`config.mk`:
```
export PLATFORM = sky130hd
export DESIGN_NAME = pvsr_bank
export DESIGN_NICKNAME = d
export VERILOG_FILES = /design/src/pvsr_pkg.sv /design/src/pvsr_bank.sv
export VERILOG_INCLUDE_DIRS = /design/src
export SDC_FILE = /design/constraint.sdc
export NUM_CORES = 1
export LEC_CHECK = 0
export BUFFER_PORTS_ARGS = -buffer_cell sky130_fd_sc_hd__clkbuf_2
export CAP_MARGIN = 20
export CELL_PAD_IN_SITES_DETAIL_PLACEMENT = 2
export CELL_PAD_IN_SITES_GLOBAL_PLACEMENT = 2
export CORE_ASPECT_RATIO = 0.7
export CORE_UTILIZATION = 30
export DETAILED_ROUTE_END_ITERATION = 8
export PLACE_DENSITY = 0.88
export SLEW_MARGIN = 10
export SYNTH_ARGS = -nofsm -noshare
export SYNTH_HDL_FRONTEND = slang
export SYNTH_SLANG_ARGS = --single-unit
export TNS_END_PERCENT = 100
```
`constraint.sdc`:
```
create_clock -name clk_i -period 2.17 [get_ports clk_i]
set_clock_uncertainty 0.15 [all_clocks]
set_input_delay 0.1085 -clock clk_i [delete_from_list [all_inputs] [get_ports clk_i]]
set_output_delay 0.1085 -clock clk_i [all_outputs]
set_load 0.01 [all_outputs]
```
`src/pvsr_consts.svh`:
```
// register offsets, field positions and reset values of the vendor status bank
`ifndef PVSR_CONSTS_SVH
`define PVSR_CONSTS_SVH
`define PVSR_ADDR_TALLY 5'h1a
`define PVSR_ADDR_XOVER 5'h1b
`define PVSR_ADDR_FLAGS 5'h1d
`define PVSR_ADDR_MASK 5'h1e
`define PVSR_ADDR_NEG 5'h1f
`define PVSR_ADDR_MODE 5'h11
`define PVSR_BIT_XOVER_AUTO_DIS 15
`define PVSR_BIT_PAIR_SWAP 13
`define PVSR_BIT_HB_OFF 11
`define PVSR_BIT_POL_REV 4
`define PVSR_BIT_ALT_IRQ 6
`define PVSR_BIT_NEG_DONE 12
`define PVSR_BIT_CODER_EN 6
`define PVSR_SPD_LSB 2
`define PVSR_FLAG_LSB 1
`define PVSR_RST_TALLY 16'h0000
`define PVSR_RST_MASK 7'h00
`define PVSR_RST_CODER_EN 1'b1
`define PVSR_SPD_10_HALF 3'h1
`define PVSR_SPD_10_FULL 3'h5
`define PVSR_SPD_100_HALF 3'h2
`define PVSR_SPD_100_FULL 3'h6
`endif

```
`src/pvsr_pkg.sv`:
```
// types shared by the vendor status bank
package pvsr_pkg;
    // management access from the serial interface front end
    typedef struct packed {
        logic rd;
        logic wr;
        logic [4:0] addr;
        logic [15:0] wdata;
    } pvsr_mgmt_req_s;
    // one-cycle event strobes from the transceiver core, msb = energy
    typedef struct packed {
        logic energy_detected;
        logic negotiation_complete;
        logic remote_fault;
        logic link_down;
        logic partner_acknowledge;
        logic parallel_detect_fault;
        logic page_received;
    } pvsr_events_s;
    // symbol receiver state for error tracking
    typedef enum logic [0:0] {
        PVSR_RX_IDLE,
        PVSR_RX_PACKET
    } pvsr_rx_e;
endpackage : pvsr_pkg

```
`src/pvsr_bank.sv`:
```
// vendor status and control register bank of a 10/100 transceiver
`include "pvsr_consts.svh"
// Notes on behaviour
// - in 100 mode each invalid code group outside a packet advances the 16-bit tally
// - tally advances at most once per received packet
// - tally wraps from maximum to zero
// - tally clears on reset; reading never alters it
// - in 10 mode the tally holds still
// - crossover bit clear means automatic; set means manual channel select decides
// - manual select zero gives straight pairs, one gives swapped pairs
// - heartbeat off bit stops the test; soft reset keeps it
// - receive polarity reversal reads in read-only bit 4
// - flags 7,6,5 latch energy, negotiation done, remote fault; reset zero
// - flags 4..1 latch link down, acknowledge, parallel fault, page received
// - mask bits 7:1 writable, one enables, reset to zero
// - bit 12 reads one only once negotiation finished
// - bit 6 enables the 4b5b coder, reset one; host uses it with mii only
// - bits 4:2 report resolved speed and duplex codes
// - alternate scheme bit selects how the source flags behave
module pvsr_bank
    import pvsr_pkg::*;
#(
    parameter int TALLY_W = 16
)
(
    input wire logic clk_i,
    input wire logic reset_i,
    input wire logic soft_reset_i,
    input pvsr_mgmt_req_s req_i,
    input pvsr_events_s events_i,
    input wire logic speed_100_i,
    input wire logic full_duplex_i,
    input wire logic rx_invalid_group_i,
    input wire logic rx_in_packet_i,
    input wire logic polarity_reversed_i,
    input wire logic negotiation_done_i,
    input wire logic energy_present_i,
    output logic [15:0] rdata_o,
    output logic rvalid_o,
    output logic irq_o,
    output logic crossover_auto_disable_o,
    output logic manual_pair_swap_o,
    output logic heartbeat_test_off_o,
    output logic coder_enable_o,
    output logic alternate_irq_scheme_o
);
    logic [TALLY_W-1:0] symbol_error_tally;
    logic [6:0] flags;
    logic [6:0] mask;
    logic [6:0] evt_vec;
    logic [6:0] flag_clr;
    logic [2:0] next_speed;
    logic [15:0] next_rdata;
    logic any_reset;
    logic wr_xover;
    logic wr_mask;
    logic wr_neg;
    logic wr_mode;
    logic rd_flags;
    logic counted_this_packet;
    logic energy_q;
    pvsr_rx_e rx_state;

    // decode of a management write to one address
    function automatic logic wr_hit(input pvsr_mgmt_req_s r, input logic [4:0] a);
        wr_hit = r.wr && (r.addr == a);
    endfunction : wr_hit

    assign any_reset = reset_i || soft_reset_i;
    assign wr_xover = wr_hit(req_i, `PVSR_ADDR_XOVER);
    assign wr_mask = wr_hit(req_i, `PVSR_ADDR_MASK);
    assign wr_neg = wr_hit(req_i, `PVSR_ADDR_NEG);
    assign wr_mode = wr_hit(req_i, `PVSR_ADDR_MODE);
    assign rd_flags = req_i.rd && (req_i.addr == `PVSR_ADDR_FLAGS);
    assign evt_vec = events_i;

    // packet framing for once-per-packet error counting
    always_ff @(posedge clk_i)
    begin
        if (any_reset)
        begin
            rx_state <= PVSR_RX_IDLE;
        end
        else
        begin
            rx_state <= rx_in_packet_i ? PVSR_RX_PACKET : PVSR_RX_IDLE;
        end
    end

    // symbol error tally, wraps, frozen in 10 mode
    always_ff @(posedge clk_i)
    begin
        if (any_reset)
        begin
            symbol_error_tally <= TALLY_W'(`PVSR_RST_TALLY);
            counted_this_packet <= 1'b0;
        end
        else
        begin
            if (rx_in_packet_i && rx_state == PVSR_RX_IDLE)
            begin
                counted_this_packet <= 1'b0;
            end
            if (speed_100_i && rx_invalid_group_i)
            begin
                if (!rx_in_packet_i)
                begin
                    symbol_error_tally <= symbol_error_tally + 1'b1;
                end
                else if (!counted_this_packet || rx_state == PVSR_RX_IDLE)
                begin
                    symbol_error_tally <= symbol_error_tally + 1'b1;
                    counted_this_packet <= 1'b1;
                end
            end
        end
    end

    // crossover control; heartbeat bit survives soft reset
    always_ff @(posedge clk_i)
    begin
        if (any_reset)
        begin
            crossover_auto_disable_o <= 1'b0;
            manual_pair_swap_o <= 1'b0;
        end
        else if (wr_xover)
        begin
            crossover_auto_disable_o <= req_i.wdata[`PVSR_BIT_XOVER_AUTO_DIS];
            manual_pair_swap_o <= req_i.wdata[`PVSR_BIT_PAIR_SWAP];
        end
    end

    always_ff @(posedge clk_i)
    begin
        if (reset_i)
        begin
            heartbeat_test_off_o <= 1'b0;
        end
        else if (wr_xover)
        begin
            heartbeat_test_off_o <= req_i.wdata[`PVSR_BIT_HB_OFF];
        end
    end

    // mask, coder enable and irq scheme configuration
    always_ff @(posedge clk_i)
    begin
        if (any_reset)
        begin
            mask <= `PVSR_RST_MASK;
            coder_enable_o <= `PVSR_RST_CODER_EN;
            alternate_irq_scheme_o <= 1'b0;
        end
        else
        begin
            if (wr_mask)
            begin
                mask <= req_i.wdata[7:`PVSR_FLAG_LSB];
            end
            if (wr_neg)
            begin
                coder_enable_o <= req_i.wdata[`PVSR_BIT_CODER_EN];
            end
            if (wr_mode)
            begin
                alternate_irq_scheme_o <= req_i.wdata[`PVSR_BIT_ALT_IRQ];
            end
        end
    end

    // flag clearing: primary clears on read, alternate clears on a read once source is gone
    always_comb
    begin
        flag_clr = 7'h00;
        if (!alternate_irq_scheme_o)
        begin
            flag_clr = rd_flags ? 7'h7f : 7'h00;
        end
        else
        begin
            flag_clr = rd_flags ? ~evt_vec : 7'h00;
            flag_clr[6] = rd_flags && !energy_present_i;
        end
    end

    // energy flag fires on rising energy presence too
    always_ff @(posedge clk_i)
    begin
        if (any_reset)
        begin
            energy_q <= 1'b0;
        end
        else
        begin
            energy_q <= energy_present_i;
        end
    end

    // latched source flags, set wins over clear
    always_ff @(posedge clk_i)
    begin
        if (any_reset)
        begin
            flags <= 7'h00;
        end
        else
        begin
            flags <= (flags & ~flag_clr) | evt_vec
                | {energy_present_i && !energy_q, 6'h00};
        end
    end

    // interrupt request when a flag meets its mask
    always_ff @(posedge clk_i)
    begin
        if (any_reset)
        begin
            irq_o <= 1'b0;
        end
        else
        begin
            irq_o <= |(((flags & ~flag_clr) | evt_vec) & mask);
        end
    end

    // resolved speed and duplex code
    always_comb
    begin
        unique case ({speed_100_i, full_duplex_i})
            2'b00: next_speed = `PVSR_SPD_10_HALF;
            2'b01: next_speed = `PVSR_SPD_10_FULL;
            2'b10: next_speed = `PVSR_SPD_100_HALF;
            2'b11: next_speed = `PVSR_SPD_100_FULL;
        endcase
    end

    // read mux, reserved bits zero
    always_comb
    begin
        next_rdata = 16'h0000;
        unique case (req_i.addr)
            `PVSR_ADDR_TALLY: next_rdata = 16'(symbol_error_tally);
            `PVSR_ADDR_XOVER:
            begin
                next_rdata[`PVSR_BIT_XOVER_AUTO_DIS] = crossover_auto_disable_o;
                next_rdata[`PVSR_BIT_PAIR_SWAP] = manual_pair_swap_o;
                next_rdata[`PVSR_BIT_HB_OFF] = heartbeat_test_off_o;
                next_rdata[`PVSR_BIT_POL_REV] = polarity_reversed_i;
            end
            `PVSR_ADDR_FLAGS: next_rdata[7:`PVSR_FLAG_LSB] = flags;
            `PVSR_ADDR_MASK: next_rdata[7:`PVSR_FLAG_LSB] = mask;
            `PVSR_ADDR_NEG:
            begin
                next_rdata[`PVSR_BIT_NEG_DONE] = negotiation_done_i;
                next_rdata[`PVSR_BIT_CODER_EN] = coder_enable_o;
                next_rdata[4:`PVSR_SPD_LSB] = next_speed;
            end
            `PVSR_ADDR_MODE:
            begin
                next_rdata[`PVSR_BIT_ALT_IRQ] = alternate_irq_scheme_o;
                next_rdata[1] = energy_present_i;
            end
            default: next_rdata = 16'h0000;
        endcase
    end

    // registered read answer
    always_ff @(posedge clk_i)
    begin
        if (reset_i)
        begin
            rdata_o <= 16'h0000;
            rvalid_o <= 1'b0;
        end
        else
        begin
            rvalid_o <= req_i.rd;
            if (req_i.rd)
            begin
                rdata_o <= next_rdata;
            end
        end
    end
endmodule : pvsr_bank

```
# Word-level counts from Yosys, hierarchy flattened
# Index checks and enable logic that the tools add are counted.
[word_totals] reg_bits=56 latch_bits=0 mem_bits_rw=0 romBits=0 in_bits=40 output_inout_bits=23 word_cells=73 n_memories=0
[op_classes] n_addsub=1 mul=0 n_div=0 magnitude_cmp=0 eq_ne=10 shift=0 muxes=24 bitwise=7 n_reduce_logical=17
[ops] cell="16-bit two-way mux" count=2
[ops] cell="5-bit equality test (second input constant)" count=6
[ops] cell="16-bit by 1-bit adder with 16-bit output (second input constant)" count=1
[ops] cell="7-bit bitwise AND" count=2
[ops] cell="7-bit two-way mux" count=2
[ops] cell="7-bit bitwise OR" count=2
[ops] cell="3-bit one-hot mux with 4 select lines" count=1
[ops] cell="1-bit one-hot mux with 5 select lines" count=2
[ops] cell="1-bit logical AND" count=9
[ops] cell="1-bit one-hot mux with 2 select lines" count=4
[ops] cell="2-bit one-hot mux with 4 select lines" count=1
[ops] cell="1-bit two-way mux" count=7
[ops] cell="7-bit NOT" count=1
[ops] cell="7-bit OR reduction" count=1
[ops] cell="6-bit two-way mux" count=1
[ops] cell="6-bit NOT" count=1
[ops] cell="1-bit one-hot mux with 3 select lines" count=2
[ops] cell="2-bit equality test (second input constant)" count=2
[ops] cell="1-bit one-hot mux with 4 select lines" count=1
[ops] cell="1-bit zero test" count=3
[ops] cell="3-bit two-way mux" count=1
[ops] cell="2-bit by 1-bit equality test with 1-bit output (second input constant)" count=1
[ops] cell="2-bit zero test" count=1
[ops] cell="1-bit logical OR" count=2
[ops] cell="other kinds (3)" count=3

# Logic depth before layout (Yosys ltp)
# Gate-level depths: netlist of run 1.
[depth] word_depth=9 depth_mapped=6 ltp_nobuf=5

# Worst setup path before layout of run 1
# Ideal clock, no wire load.
[synth_path] path_type="reg-to-reg" from="register counted_this_packet" to="register symbol_error_tally[15]" setup_ns=0.071 t_arrival_ns=1.656 t_required_ns=1.949 slack_ns=0.294 path_stages_with_launch=7 path_buffers=2 period_less_slack_ns=1.876 cell_sequence="dfxtp_1 and3_1 buf_6 or3_1 buf_2 or4_1 a21oi_1"
[synth_between] elab_chain_cells=4
[synth_rtl] item="from (decl)" line="pvsr_bank.sv:60" rtl="logic counted_this_packet;"
[synth_rtl] item="from (signal assigned)" line="pvsr_bank.sv:96" rtl="counted_this_packet <= 1'b0;"
[synth_rtl] item="from (signal assigned)" line="pvsr_bank.sv:102" rtl="counted_this_packet <= 1'b0;"
[synth_rtl] item="from (signal assigned)" line="pvsr_bank.sv:113" rtl="counted_this_packet <= 1'b1;"
[synth_rtl] item="1-bit zero test" line="pvsr_bank.sv:110" rtl="else if (!counted_this_packet || rx_state == PVSR_RX_IDLE)"
[synth_rtl] item="1-bit logical OR" line="pvsr_bank.sv:110"
[synth_rtl] item="2-bit by 1-bit inequality test with 1-bit output (no source line)"
[synth_rtl] item="2-bit AND reduction (no source line)"
[synth_rtl] item="to (signal assigned)" line="pvsr_bank.sv:95" rtl="symbol_error_tally <= TALLY_W'(`PVSR_RST_TALLY);"
[synth_rtl] item="to (signal assigned)" line="pvsr_bank.sv:108" rtl="symbol_error_tally <= symbol_error_tally + 1'b1;"
[synth_rtl] item="to (signal assigned)" line="pvsr_bank.sv:112" rtl="symbol_error_tally <= symbol_error_tally + 1'b1;"
[synth_rtl] item="to (decl)" line="pvsr_bank.sv:47" rtl="logic [TALLY_W-1:0] symbol_error_tally;"
# No other way between the ends.
# A chain may end at the register's enable or synchronous reset.

# Worst setup path in the final report of run 1
[layout_path] from="input rx_in_packet_i" to="register symbol_error_tally[12]"
[layout_between] elab_chain_cells=2 word_cells_on_any_way=3 cone_classes="eq/ne (1); mux (1); reduce/logical (1)"
[layout_rtl] item="from (decl)" line="pvsr_bank.sv:34" rtl="input wire logic rx_in_packet_i,"
[layout_rtl] item="2-bit by 1-bit inequality test with 1-bit output (no source line)"
[layout_rtl] item="2-bit AND reduction (no source line)"
# Parallel ways exist; a longest one is shown, timed or not.

==> impl_metrics.csv, run 1 <==
group,metric,value,unit
synth,ys_ff_latch,56,
critical_path,cpMaxStageDelayCell,"dlygate4sd3_1",
critical_path,r2r_start,"symbol_error_tally[4]$_SDFFE_PP0P_",
sta,max_freq,467.3,MHz
critical_path,cp-end-kind,"flip-flop",
cells_and_area,nFillCells,916,
place,dp_hpwl,6.758,mm
global_route,gr-total-overflow,0,
routing,firstDrtPassIters,7,
sta,fin_crit_sh,98.63,%
sta,drv_slew,0,
synth,synth_cell_type_count,48,
routing,drc_errors,8,
synth,synth_fp_nets,342,
synth,synthCells,301,
clock_tree,htreeDepth,2,
outcome,violations,"design-rule violations",
sta,finalHoldViolations,0,
clock_tree,clk_pin_slew,0.08,ns
global_route,antenna_found_initial,0,
synth,yosysSeqAreaShare,44.38,%
die,die_x,111.7,um
die,ios,63,
clock_tree,clock_sinks,56,
synth,netlist_area,2526,um2
sta,post-route-min-period,2.140,ns
routing,drt_iter0_markers,206,
critical_path,worstPathCellList,"dlygate4sd3_1, clkbuf_2, and3_1, buf_4, or3_1, or4_1, a21oi_1",
hold_path,min_path_type,"primary input to flip-flop",
place,portBuffers,56,
die,die_h,78.78,um
place,globalplace.congestion,0.7781,
clock_tree,cts_tree,"yes",
sta,worst_pin_slew,0.5872,ns
hold_path,holdCritStartpoint,"full_duplex_i",
die,core_area,8006,um2
global_route,grt_pass1_vias,2843,
global_route,grt.total_usage,23.00,%
critical_path,cp_max_fo,9,
critical_path,critPathLaunch,"rx_in_packet_i",
clock_tree,cts_setup_buffers,0,
synth,yosys_warnings,0,
flow_run,maxCapViolations,0,
clock_tree,clock_path_buffers,2,
cells_and_area,multi_input_area,1305,um2
synth,synth.avg_cell_area,8.393,um2
cells_and_area,num_antenna_cells,0,
routing,ant_nets,0,
critical_path,arrival,2.20,ns
synth,synthArstFlopShare,0,%
critical_path,crit_type,"primary input to flip-flop",
power_and_ir_drop,worst_ir_drop_vdd,0.4575,mV
die,row_count,27,
routing,avgRoutedWirePerCell,20.53,um
power_and_ir_drop,p_leak,1.269,nW
critical_path,startpoint_type,"primary input",
global_route,grt_max_degree,30,
power_and_ir_drop,power-per-cell-area,662.2,nW/um2
critical_path,worst_ep_required_time,2.23,ns
routing,dr_total_vias,2693,
clock_tree,root_buffer,"clkbuf_16",
place,dpl-instance-area,2943,um2
routing,via_per_inst,5.599,
sta,slew_headroom,60.71,%
critical_path,critical-path-max-stage-delay,0.53,ns
routing,wl,9.874,mm
outcome,status,"finished with violations",
die,die-area,8798,um2
cells_and_area,seq_area,1121,um2
cells_and_area,areaGrowthSynthToFinish,32.00,%
sta,setup_viol_count_final,0,
cells_and_area,finish.instance_area,3334,um2
synth,synthFlopType,"dfxtp_1",
clock_tree,clkLatencyLatePin,0.30,ns
cells_and_area,utilization,41.65,%
clock_tree,cts_made_buffers,5,
synth,synth_edf_count,0,
cells_and_area,drive_gt1_share,21.05,%
die,start_util,31.55,%
global_route,grt_first_pass_wirelength,15.69,mm
cells_and_area,nNetsFinal,420,
## layer usage
layer	track usage [%]	vias up	part of all wire (%)
li1	-	1263	-
met1	30.30	1337	45
met2	38.94	83	47
met3	4.733	10	6.3
met4	4.865	0	0.83
met5	0	-	0
## repair_timing
action / in CTS / in global routing
resized for setup: 0 / 2
hold buffers: 21 / 0
setup endpoints to repair: 0 / 3
endpoints found under the hold margin: 23 / 0
## where the power goes
group | internal [mW] | switching [mW]
sequential | 1.04 | 0.0121
combinational | 0.0869 | 0.114
clock | 0.550 | 0.401
## cell usage in the layout, fill, tap and decap left out, drive strengths merged, types with 4 or more instances in the layout
cell         instances
nor4                 4
a22oi                8
nand3               21
dlygate4sd3         21
buf                 11
o21ai               13
inv                 11
and3                 6
dfxtp               56
nor2                34
or3                  5
nor2b                4
mux2i                5
a211oi               4
xnor2                7
nand2b               5
clkbuf              61
nand2               20
a21oi               27
a31oi                7
## path summary, 6_finish.rpt
kind / slack, ns / endpoint / cells after the start
worst max-delay path: 0.03 / symbol_error_tally[12]$_SDFFE_PP0P_ / 7
worst min register to register: 0.33 / rdata_o[9]$_SDFFE_PP0P_ / 2
worst max register to register: 0.07 / symbol_error_tally[12]$_SDFFE_PP0P_ / 4
worst min-delay path: 0.05 / rdata_o[4]$_SDFFE_PP0P_ / 3
## registers in the layout, indices dropped and copies added (netlist names)
name and count:
manual_pair_swap_o 1, flags 7, mask 7, rvalid_o 1, irq_o 1, coder_enable_o 1
counted_this_packet 1, heartbeat_test_off_o 1, rdata_o 16, crossover_auto_disable_o 1, rx_state 1, energy_q 1
alternate_irq_scheme_o 1, symbol_error_tally 16
## critical path: cells and delay by family
family                 cells  cell delay [ns]
AND/OR/NAND/NOR            3             1.05
AO/OA/AOI/OAI              1             0.21
buffers and inverters      3             0.83
## area by class of cell
| type | count | area share [%] |
|---|---|---|
| multi-input cells | 218 | 39.14 |
| repair buffers | 88 | 17.19 |
| inverters | 10 | 1.126 |
| flip-flops and latches | 56 | 33.62 |
| clock inverters | 3 | 1.388 |
| well taps | 101 | 3.790 |
| clock buffers | 5 | 3.752 |
## synthesized netlist by cell type (4+ instances only)
| cell | n | area share, % |
|---|---|---|
| dfxtp_1 | 56 | 44 |
| nor2_1 | 34 | 5.1 |
| a21oi_1 | 27 | 5.3 |
| nand3_1 | 21 | 4.2 |
| nand2_1 | 20 | 3.0 |
| o21ai_0 | 13 | 2.6 |
| clkbuf_1 | 11 | 1.6 |
| inv_1 | 10 | 1.5 |
| a22oi_1 | 8 | 2.4 |
| a31oi_1 | 7 | 1.7 |
| xnor2_1 | 7 | 2.4 |
| and3_1 | 6 | 1.5 |
| mux2i_1 | 5 | 2.0 |
| nand2b_1 | 5 | 1.2 |
| or3_1 | 5 | 1.2 |
| a211oi_1 | 4 | 1.2 |
| buf_1 | 4 | 0.59 |
| nor2b_1 | 4 | 0.99 |
| nor4_1 | 4 | 0.99 |
## cell families after synthesis
group	share of synthesized area, %
buffers and inverters	4.358
DFF	44.38
AOI/OAI and AO/OA	22.39
muxes	1.981
adders and majority gates	0.4952
and+or+nand+nor	23.97
xor gates and xnor gates	2.427
## metrics by stage
stage	power (mW)	hold slack (ns)	setup TNS, ns	cells	setup WS (ns)
5_1_grt	2.287	0.05612	-0.02393	481	-0.02393
6_report	2.208	0.04868	0	481	0.02982
3_3_place_gp	1.234	0.1915	0	452	0.2364
3_5_place_dp	1.244	0.1945	0	452	0.1760
4_1_cts	2.213	0.05044	0	481	0.04462
2_1_floorplan	1.154	0.07593	0	301	0.2937
Power figures use the tool's default switching activity.
==> run 2, diff against run 1 <==
CORE_MARGIN = 4   (was default)
CTS_BUF_LIST = sky130_fd_sc_hd__clkbuf_16   (was default)
==> run 2 against run 1 <==
  * The flow now finishes without violations
  * Power shrank 6.4%
  * First-iteration DRC count unchanged
  * Setup slack improved by 0.070 ns
  * Count of clock-buffer cells in the layout unchanged
  * Highest routed layer unchanged
  * Largest cell class unchanged
==> impl_metrics.csv, run 2 (synthesis gave the netlist of run 1 again) <==
group,metric,value,unit
critical_path,arrival,2.14,ns
die,core_area,8040,um2
clock_tree,clock_sinks,56,
routing,dr_total_vias,2699,
clock_tree,cts_tree,"yes",
place,portBuffers,56,
hold_path,min_path_type,"primary input to flip-flop",
outcome,status,"finished clean",
cells_and_area,areaGrowthSynthToFinish,30.76,%
routing,wl,10.18,mm
sta,fin_crit_sh,95.41,%
global_route,gr-total-overflow,0,
flow_run,maxCapViolations,0,
global_route,grt.total_usage,20.54,%
sta,slew_headroom,55.59,%
critical_path,startpoint_type,"primary input",
clock_tree,clkLatencyLatePin,0.30,ns
clock_tree,clock_path_buffers,2,
cells_and_area,layout_common_cells,"56 x dfxtp_1, 56 x clkbuf_2, 34 x nor2_1",
sta,post-route-min-period,2.070,ns
cells_and_area,largestRegisters,"rdata_o x16, symbol_error_tally x16",
routing,ant_nets,0,
clock_tree,root_buffer,"clkbuf_16",
die,die-area,9976,um2
sta,setup_viol_count_final,0,
die,die_x,117.7,um
power_and_ir_drop,clock_power_share,39.4,%
critical_path,cp_max_fo,9,
sta,rsz0062_at_grt,"false",
global_route,grt_max_degree,30,
sta,fin_tns_setup,0,ns
place,globalplace.congestion,0.7800,
critical_path,worst_ep_required_time,2.24,ns
sta,holdWs,0.04457,ns
power_and_ir_drop,worst_ir_drop_vdd,0.2772,mV
critical_path,cp-end-kind,"flip-flop",
power_and_ir_drop,p_leak,1.258,nW
clock_tree,cts_setup_buffers,0,
global_route,grt_first_pass_wirelength,16.20,mm
sta,worst_pin_slew,0.6637,ns
clock_tree,htreeDepth,2,
die,row_count,27,
power_and_ir_drop,seqPwrFrac,51.1,%
critical_path,critPathLaunch,"rx_in_packet_i",
critical_path,crit_type,"primary input to flip-flop",
clock_tree,cts_made_buffers,5,
routing,firstDrtPassIters,4,
cells_and_area,utilization,41.08,%
place,dp_hpwl,6.877,mm
routing,avgRoutedWirePerCell,21.16,um
cells_and_area,nNetsFinal,420,
global_route,grt_use_met3,3.704,%
die,start_util,31.42,%
routing,via_per_inst,5.611,
global_route,met2_usage,34.15,%
die,die_h,84.78,um
die,ios,63,
routing,drc_errors,0,
global_route,met1_usage,26.96,%
global_route,grt.busiest_layer,"met2",
clock_tree,clk_pin_slew,0.08,ns
power_and_ir_drop,p_sw,0.5146,mW
sta,drv_slew,0,
power_and_ir_drop,p_int,1.552,mW
sta,finalHoldViolations,0,
global_route,antenna_found_initial,0,
sta,max_freq,483.0,MHz
critical_path,r2r_start,"symbol_error_tally[0]$_SDFFE_PP0P_",
hold_path,holdCritStartpoint,"full_duplex_i",
power_and_ir_drop,p_comb_share,9.5,%
power_and_ir_drop,power-per-cell-area,625.6,nW/um2
routing,drt_iter0_markers,206,
cells_and_area,num_antenna_cells,0,
global_route,grt_pass1_vias,2961,
cells_and_area,drive_gt1_share,20.53,%
power_and_ir_drop,netSwitchingFraction,24.90,%
run 2: changes by cell type in the layout (fill, tap and decap cells not counted), sizes merged:
cell    change
bufinv      -1
clkinv      +1
run 2: final timing paths:
kind / cells after the start / end / slack [ns]
max: 7 / symbol_error_tally[12]$_SDFFE_PP0P_ / 0.1
min reg2reg: 2 / mask[6]$_SDFFE_PP0P_ / 0.34
min: 3 / rdata_o[4]$_SDFFE_PP0P_ / 0.04
max reg2reg: 4 / symbol_error_tally[15]$_SDFFE_PP0P_ / 0.13
run 2: power groups by stage:
stage               registers (mW)  clock network, mW  logic, mW
floorplan                     1.08                  0     0.0738
global placement              1.08                  0      0.155
detailed placement            1.08                  0      0.162
CTS                           1.06              0.815      0.193
global route                  1.06              0.888      0.215
finish                        1.06              0.813      0.197
run 2: what timing repair did:
item	CTS	global route
resized for setup	0	2
hold buffers	21	0
endpoints found under the setup margin	0	3
endpoints found under the hold margin	22	0
run 2: through the flow:
step	setup slack (ns)	instances	cell area, um2	power (mW)
final	0.09970	481	3303	2.067
after global routing	0.05265	481	3303	2.162
after CTS	0.01458	481	3293	2.063
after detailed placement	0.1403	452	2943	1.242
after global placement	0.2265	452	2943	1.233
after floorplan	0.2937	301	2526	1.154
run 2: routing by layer:
layer / vias to the layer above / wire length [um]
met1: 1327 / 4581
li1: 1261 / -
met4: 0 / 244
met3: 20 / 721
met5: - / 0
met2: 91 / 4631
run 2: critical path: stages:
cell	delay, ns
dlygate4sd3_1	0.53
clkbuf_2	0.12
and3_1	0.21
buf_4	0.18
or3_1	0.40
or4_1	0.42
a21oi_1	0.17
run 2: area by class of cell:
type	count	area, um2
fillers	897	4737
multi-input cells	218	1305
flip-flops and latches	56	1121
repair buffers	88	573.1
well taps	101	126.4
clock buffers	5	125.1
inverters	10	37.54
clock inverters	3	15.01
==> run 3, diff against run 2 <==
CORE_UTILIZATION = 32   (was 30)
CTS_BUF_LIST = sky130_fd_sc_hd__clkbuf_4   (was sky130_fd_sc_hd__clkbuf_16)
PLACE_DENSITY = 0.92   (was 0.88)
==> run 3 against run 2 <==
  * Non-clock buffer count is 12 higher
  * Fmax barely moved
  * Critical path type is now flip-flop to flip-flop
  * Hold slack worse by 0.014 ns
  * Utilization rose by 3.6 points
  * Cell area up 1.3%
==> impl_metrics.csv, run 3 (synthesis gave the netlist of run 1 again) <==
group,metric,value,unit
cells_and_area,layout_common_cells,"56 x clkbuf_2, 54 x dfxtp_1, 34 x nor2_1",
clock_tree,clkLatencyLatePin,0.43,ns
die,die_x,114.2,um
clock_tree,clk_pin_slew,0.19,ns
cells_and_area,final_common_cell,"clkbuf_2",
power_and_ir_drop,netSwitchingFraction,29.26,%
power_and_ir_drop,seqPwrFrac,58.8,%
critical_path,cp_max_fo,9,
routing,via_per_inst,5.784,
cells_and_area,areaGrowthSynthToFinish,32.44,%
cells_and_area,drive_gt1_share,20.92,%
cells_and_area,nNetsFinal,432,
place,dp_hpwl,6.825,mm
sta,slew_headroom,54.32,%
routing,dr_total_vias,2834,
sta,drv_slew,0,
clock_tree,cts_made_buffers,5,
power_and_ir_drop,clock_power_share,29.3,%
die,die-area,9402,um2
global_route,grt.total_usage,24.05,%
critical_path,cp-end-kind,"flip-flop",
critical_path,cpMaxStageDelayCell,"or4_1",
sta,post-route-min-period,2.072,ns
place,globalplace.congestion,0.8200,
clock_tree,clock_sinks,56,
critical_path,startpoint_type,"flip-flop",
routing,avgRoutedWirePerCell,22.55,um
routing,ant_nets,0,
sta,rsz0062_at_grt,"false",
routing,drt_iter0_markers,263,
power_and_ir_drop,p_int,1.275,mW
clock_tree,root_buffer,"clkbuf_4",
power_and_ir_drop,p_leak,1.258,nW
power_and_ir_drop,p_comb_share,11.9,%
die,row_count,26,
clock_tree,clock_path_buffers,2,
die,start_util,33.76,%
routing,wl,11.05,mm
cells_and_area,instances_no_fill,490,
routing,drc_errors,0,
critical_path,crit_type,"flip-flop to flip-flop",
power_and_ir_drop,p_sw,0.5276,mW
sta,worst_pin_slew,0.6827,ns
cells_and_area,num_antenna_cells,0,
place,placedCellCount,449,
clock_tree,cts_tree,"yes",
sta,finalHoldViolations,0,
critical_path,worst_ep_required_time,2.39,ns
sta,fin_tns_setup,0,ns
flow_run,maxCapViolations,0,
sta,max_freq,482.5,MHz
cells_and_area,largestRegisters,"rdata_o x16, symbol_error_tally x16",
critical_path,arrival,2.29,ns
global_route,grt_pass1_vias,3062,
sta,fin_crit_sh,95.50,%
global_route,antenna_found_initial,0,
critical_path,worstPathCellList,"and4_1, nand3_2, or4_1, a21oi_1",
sta,setup_viol_count_final,0,
global_route,gr-total-overflow,0,
die,die_h,82.34,um
global_route,grt_first_pass_wirelength,17.07,mm
critical_path,critical-path-max-stage-delay,0.60,ns
routing,firstDrtPassIters,7,
hold_path,min_path_type,"primary input to flip-flop",
clock_tree,htreeDepth,2,
power_and_ir_drop,worst_ir_drop_vdd,0.2282,mV
outcome,status,"finished clean",
place,portBuffers,56,
critical_path,cp_num_buf_inv,0,
die,core_area,7482,um2
global_route,grt_max_degree,30,
critical_path,crit_family,"simple AND/OR/NAND/NOR gates",
die,ios,63,
power_and_ir_drop,power-per-cell-area,538.9,nW/um2
## run 3: changes by cell type in the layout (fill, tap and decap cells not counted)
cell | before | now
dfxtp_1 | 56 | 54
clkinv_1 | 1 | 0
clkbuf_16 | 5 | 0
clkbuf_4 | 0 | 5
dfxtp_2 | 0 | 2
dlygate4sd3_1 | 21 | 33
inv_8 | 0 | 1
inv_1 | 11 | 10
clkinvlp_4 | 1 | 2
## run 3: final timing paths
check	start	endpoint	slack (ns)	depth (start not counted)
setup reg to reg	symbol_error_tally[5]$_SDFFE_PP0P_	symbol_error_tally[12]$_SDFFE_PP0P_	0.1	4
hold reg to reg	rdata_o[9]$_SDFFE_PP0P_	rdata_o[9]$_SDFFE_PP0P_	0.34	2
setup / recovery	symbol_error_tally[5]$_SDFFE_PP0P_	symbol_error_tally[12]$_SDFFE_PP0P_	0.1	4
hold / removal	req_i[21]	mask[2]$_SDFFE_PP0P_	0.03	3
## run 3: repair_timing
item                                    CTS  global route
gates resized for setup                   0             4
endpoints found under the setup margin    0             3
setup buffers                             0             0
hold endpoints to repair                 37             1
hold buffers                             32             1
## run 3: layout make-up
class / instances / area, um2
clock buffers: 5 / 37.54
clock inverters: 3 / 26.28
fillers: 836 / 4136
inverters: 10 / 37.54
multi-input cells: 218 / 1305
flip-flops and latches: 56 / 1124
well taps: 98 / 122.6
repair buffers: 100 / 693.2
## run 3: power groups by stage
| stage | clock [mW] | sequential, mW | combinational, mW |
|---|---|---|---|
| CTS | 0.529 | 1.06 | 0.203 |
| floorplan | 0 | 1.08 | 0.0738 |
| detailed placement | 0 | 1.08 | 0.163 |
| global route | 0.582 | 1.06 | 0.231 |
| finish | 0.529 | 1.06 | 0.214 |
| global placement | 0 | 1.08 | 0.154 |
## run 3: per-layer routing
layer | GRT usage (%) | share of wire [%] | vias to the layer above
met4 | 9.015 | 2.9 | 0
li1 | - | - | 1279
met2 | 41.12 | 47 | 114
met3 | 4.079 | 6.7 | 28
met5 | 0 | 0 | -
met1 | 30.75 | 44 | 1413
## run 3: worst min-delay path, cell delays in order
cell and delay [ns]:
clkbuf_2 0.23, nand3_1 0.17, a21oi_1 0.06
## run 3: metrics by stage
stage / hold WS [ns] / power (mW) / utilization, % / instance area (um2) / setup slack (ns)
global placement: 0.1919 / 1.232 / 39.28 / 2939 / 0.2397
finish: 0.03093 / 1.803 / 44.72 / 3346 / 0.09766
detailed placement: 0.2047 / 1.243 / 39.28 / 2939 / 0.1516
floorplan: 0.07593 / 1.154 / - / 2526 / 0.2937
CTS: 0.004960 / 1.791 / 44.41 / 3323 / 0.08048
global route: 0.04981 / 1.876 / 44.72 / 3346 / 0.04258
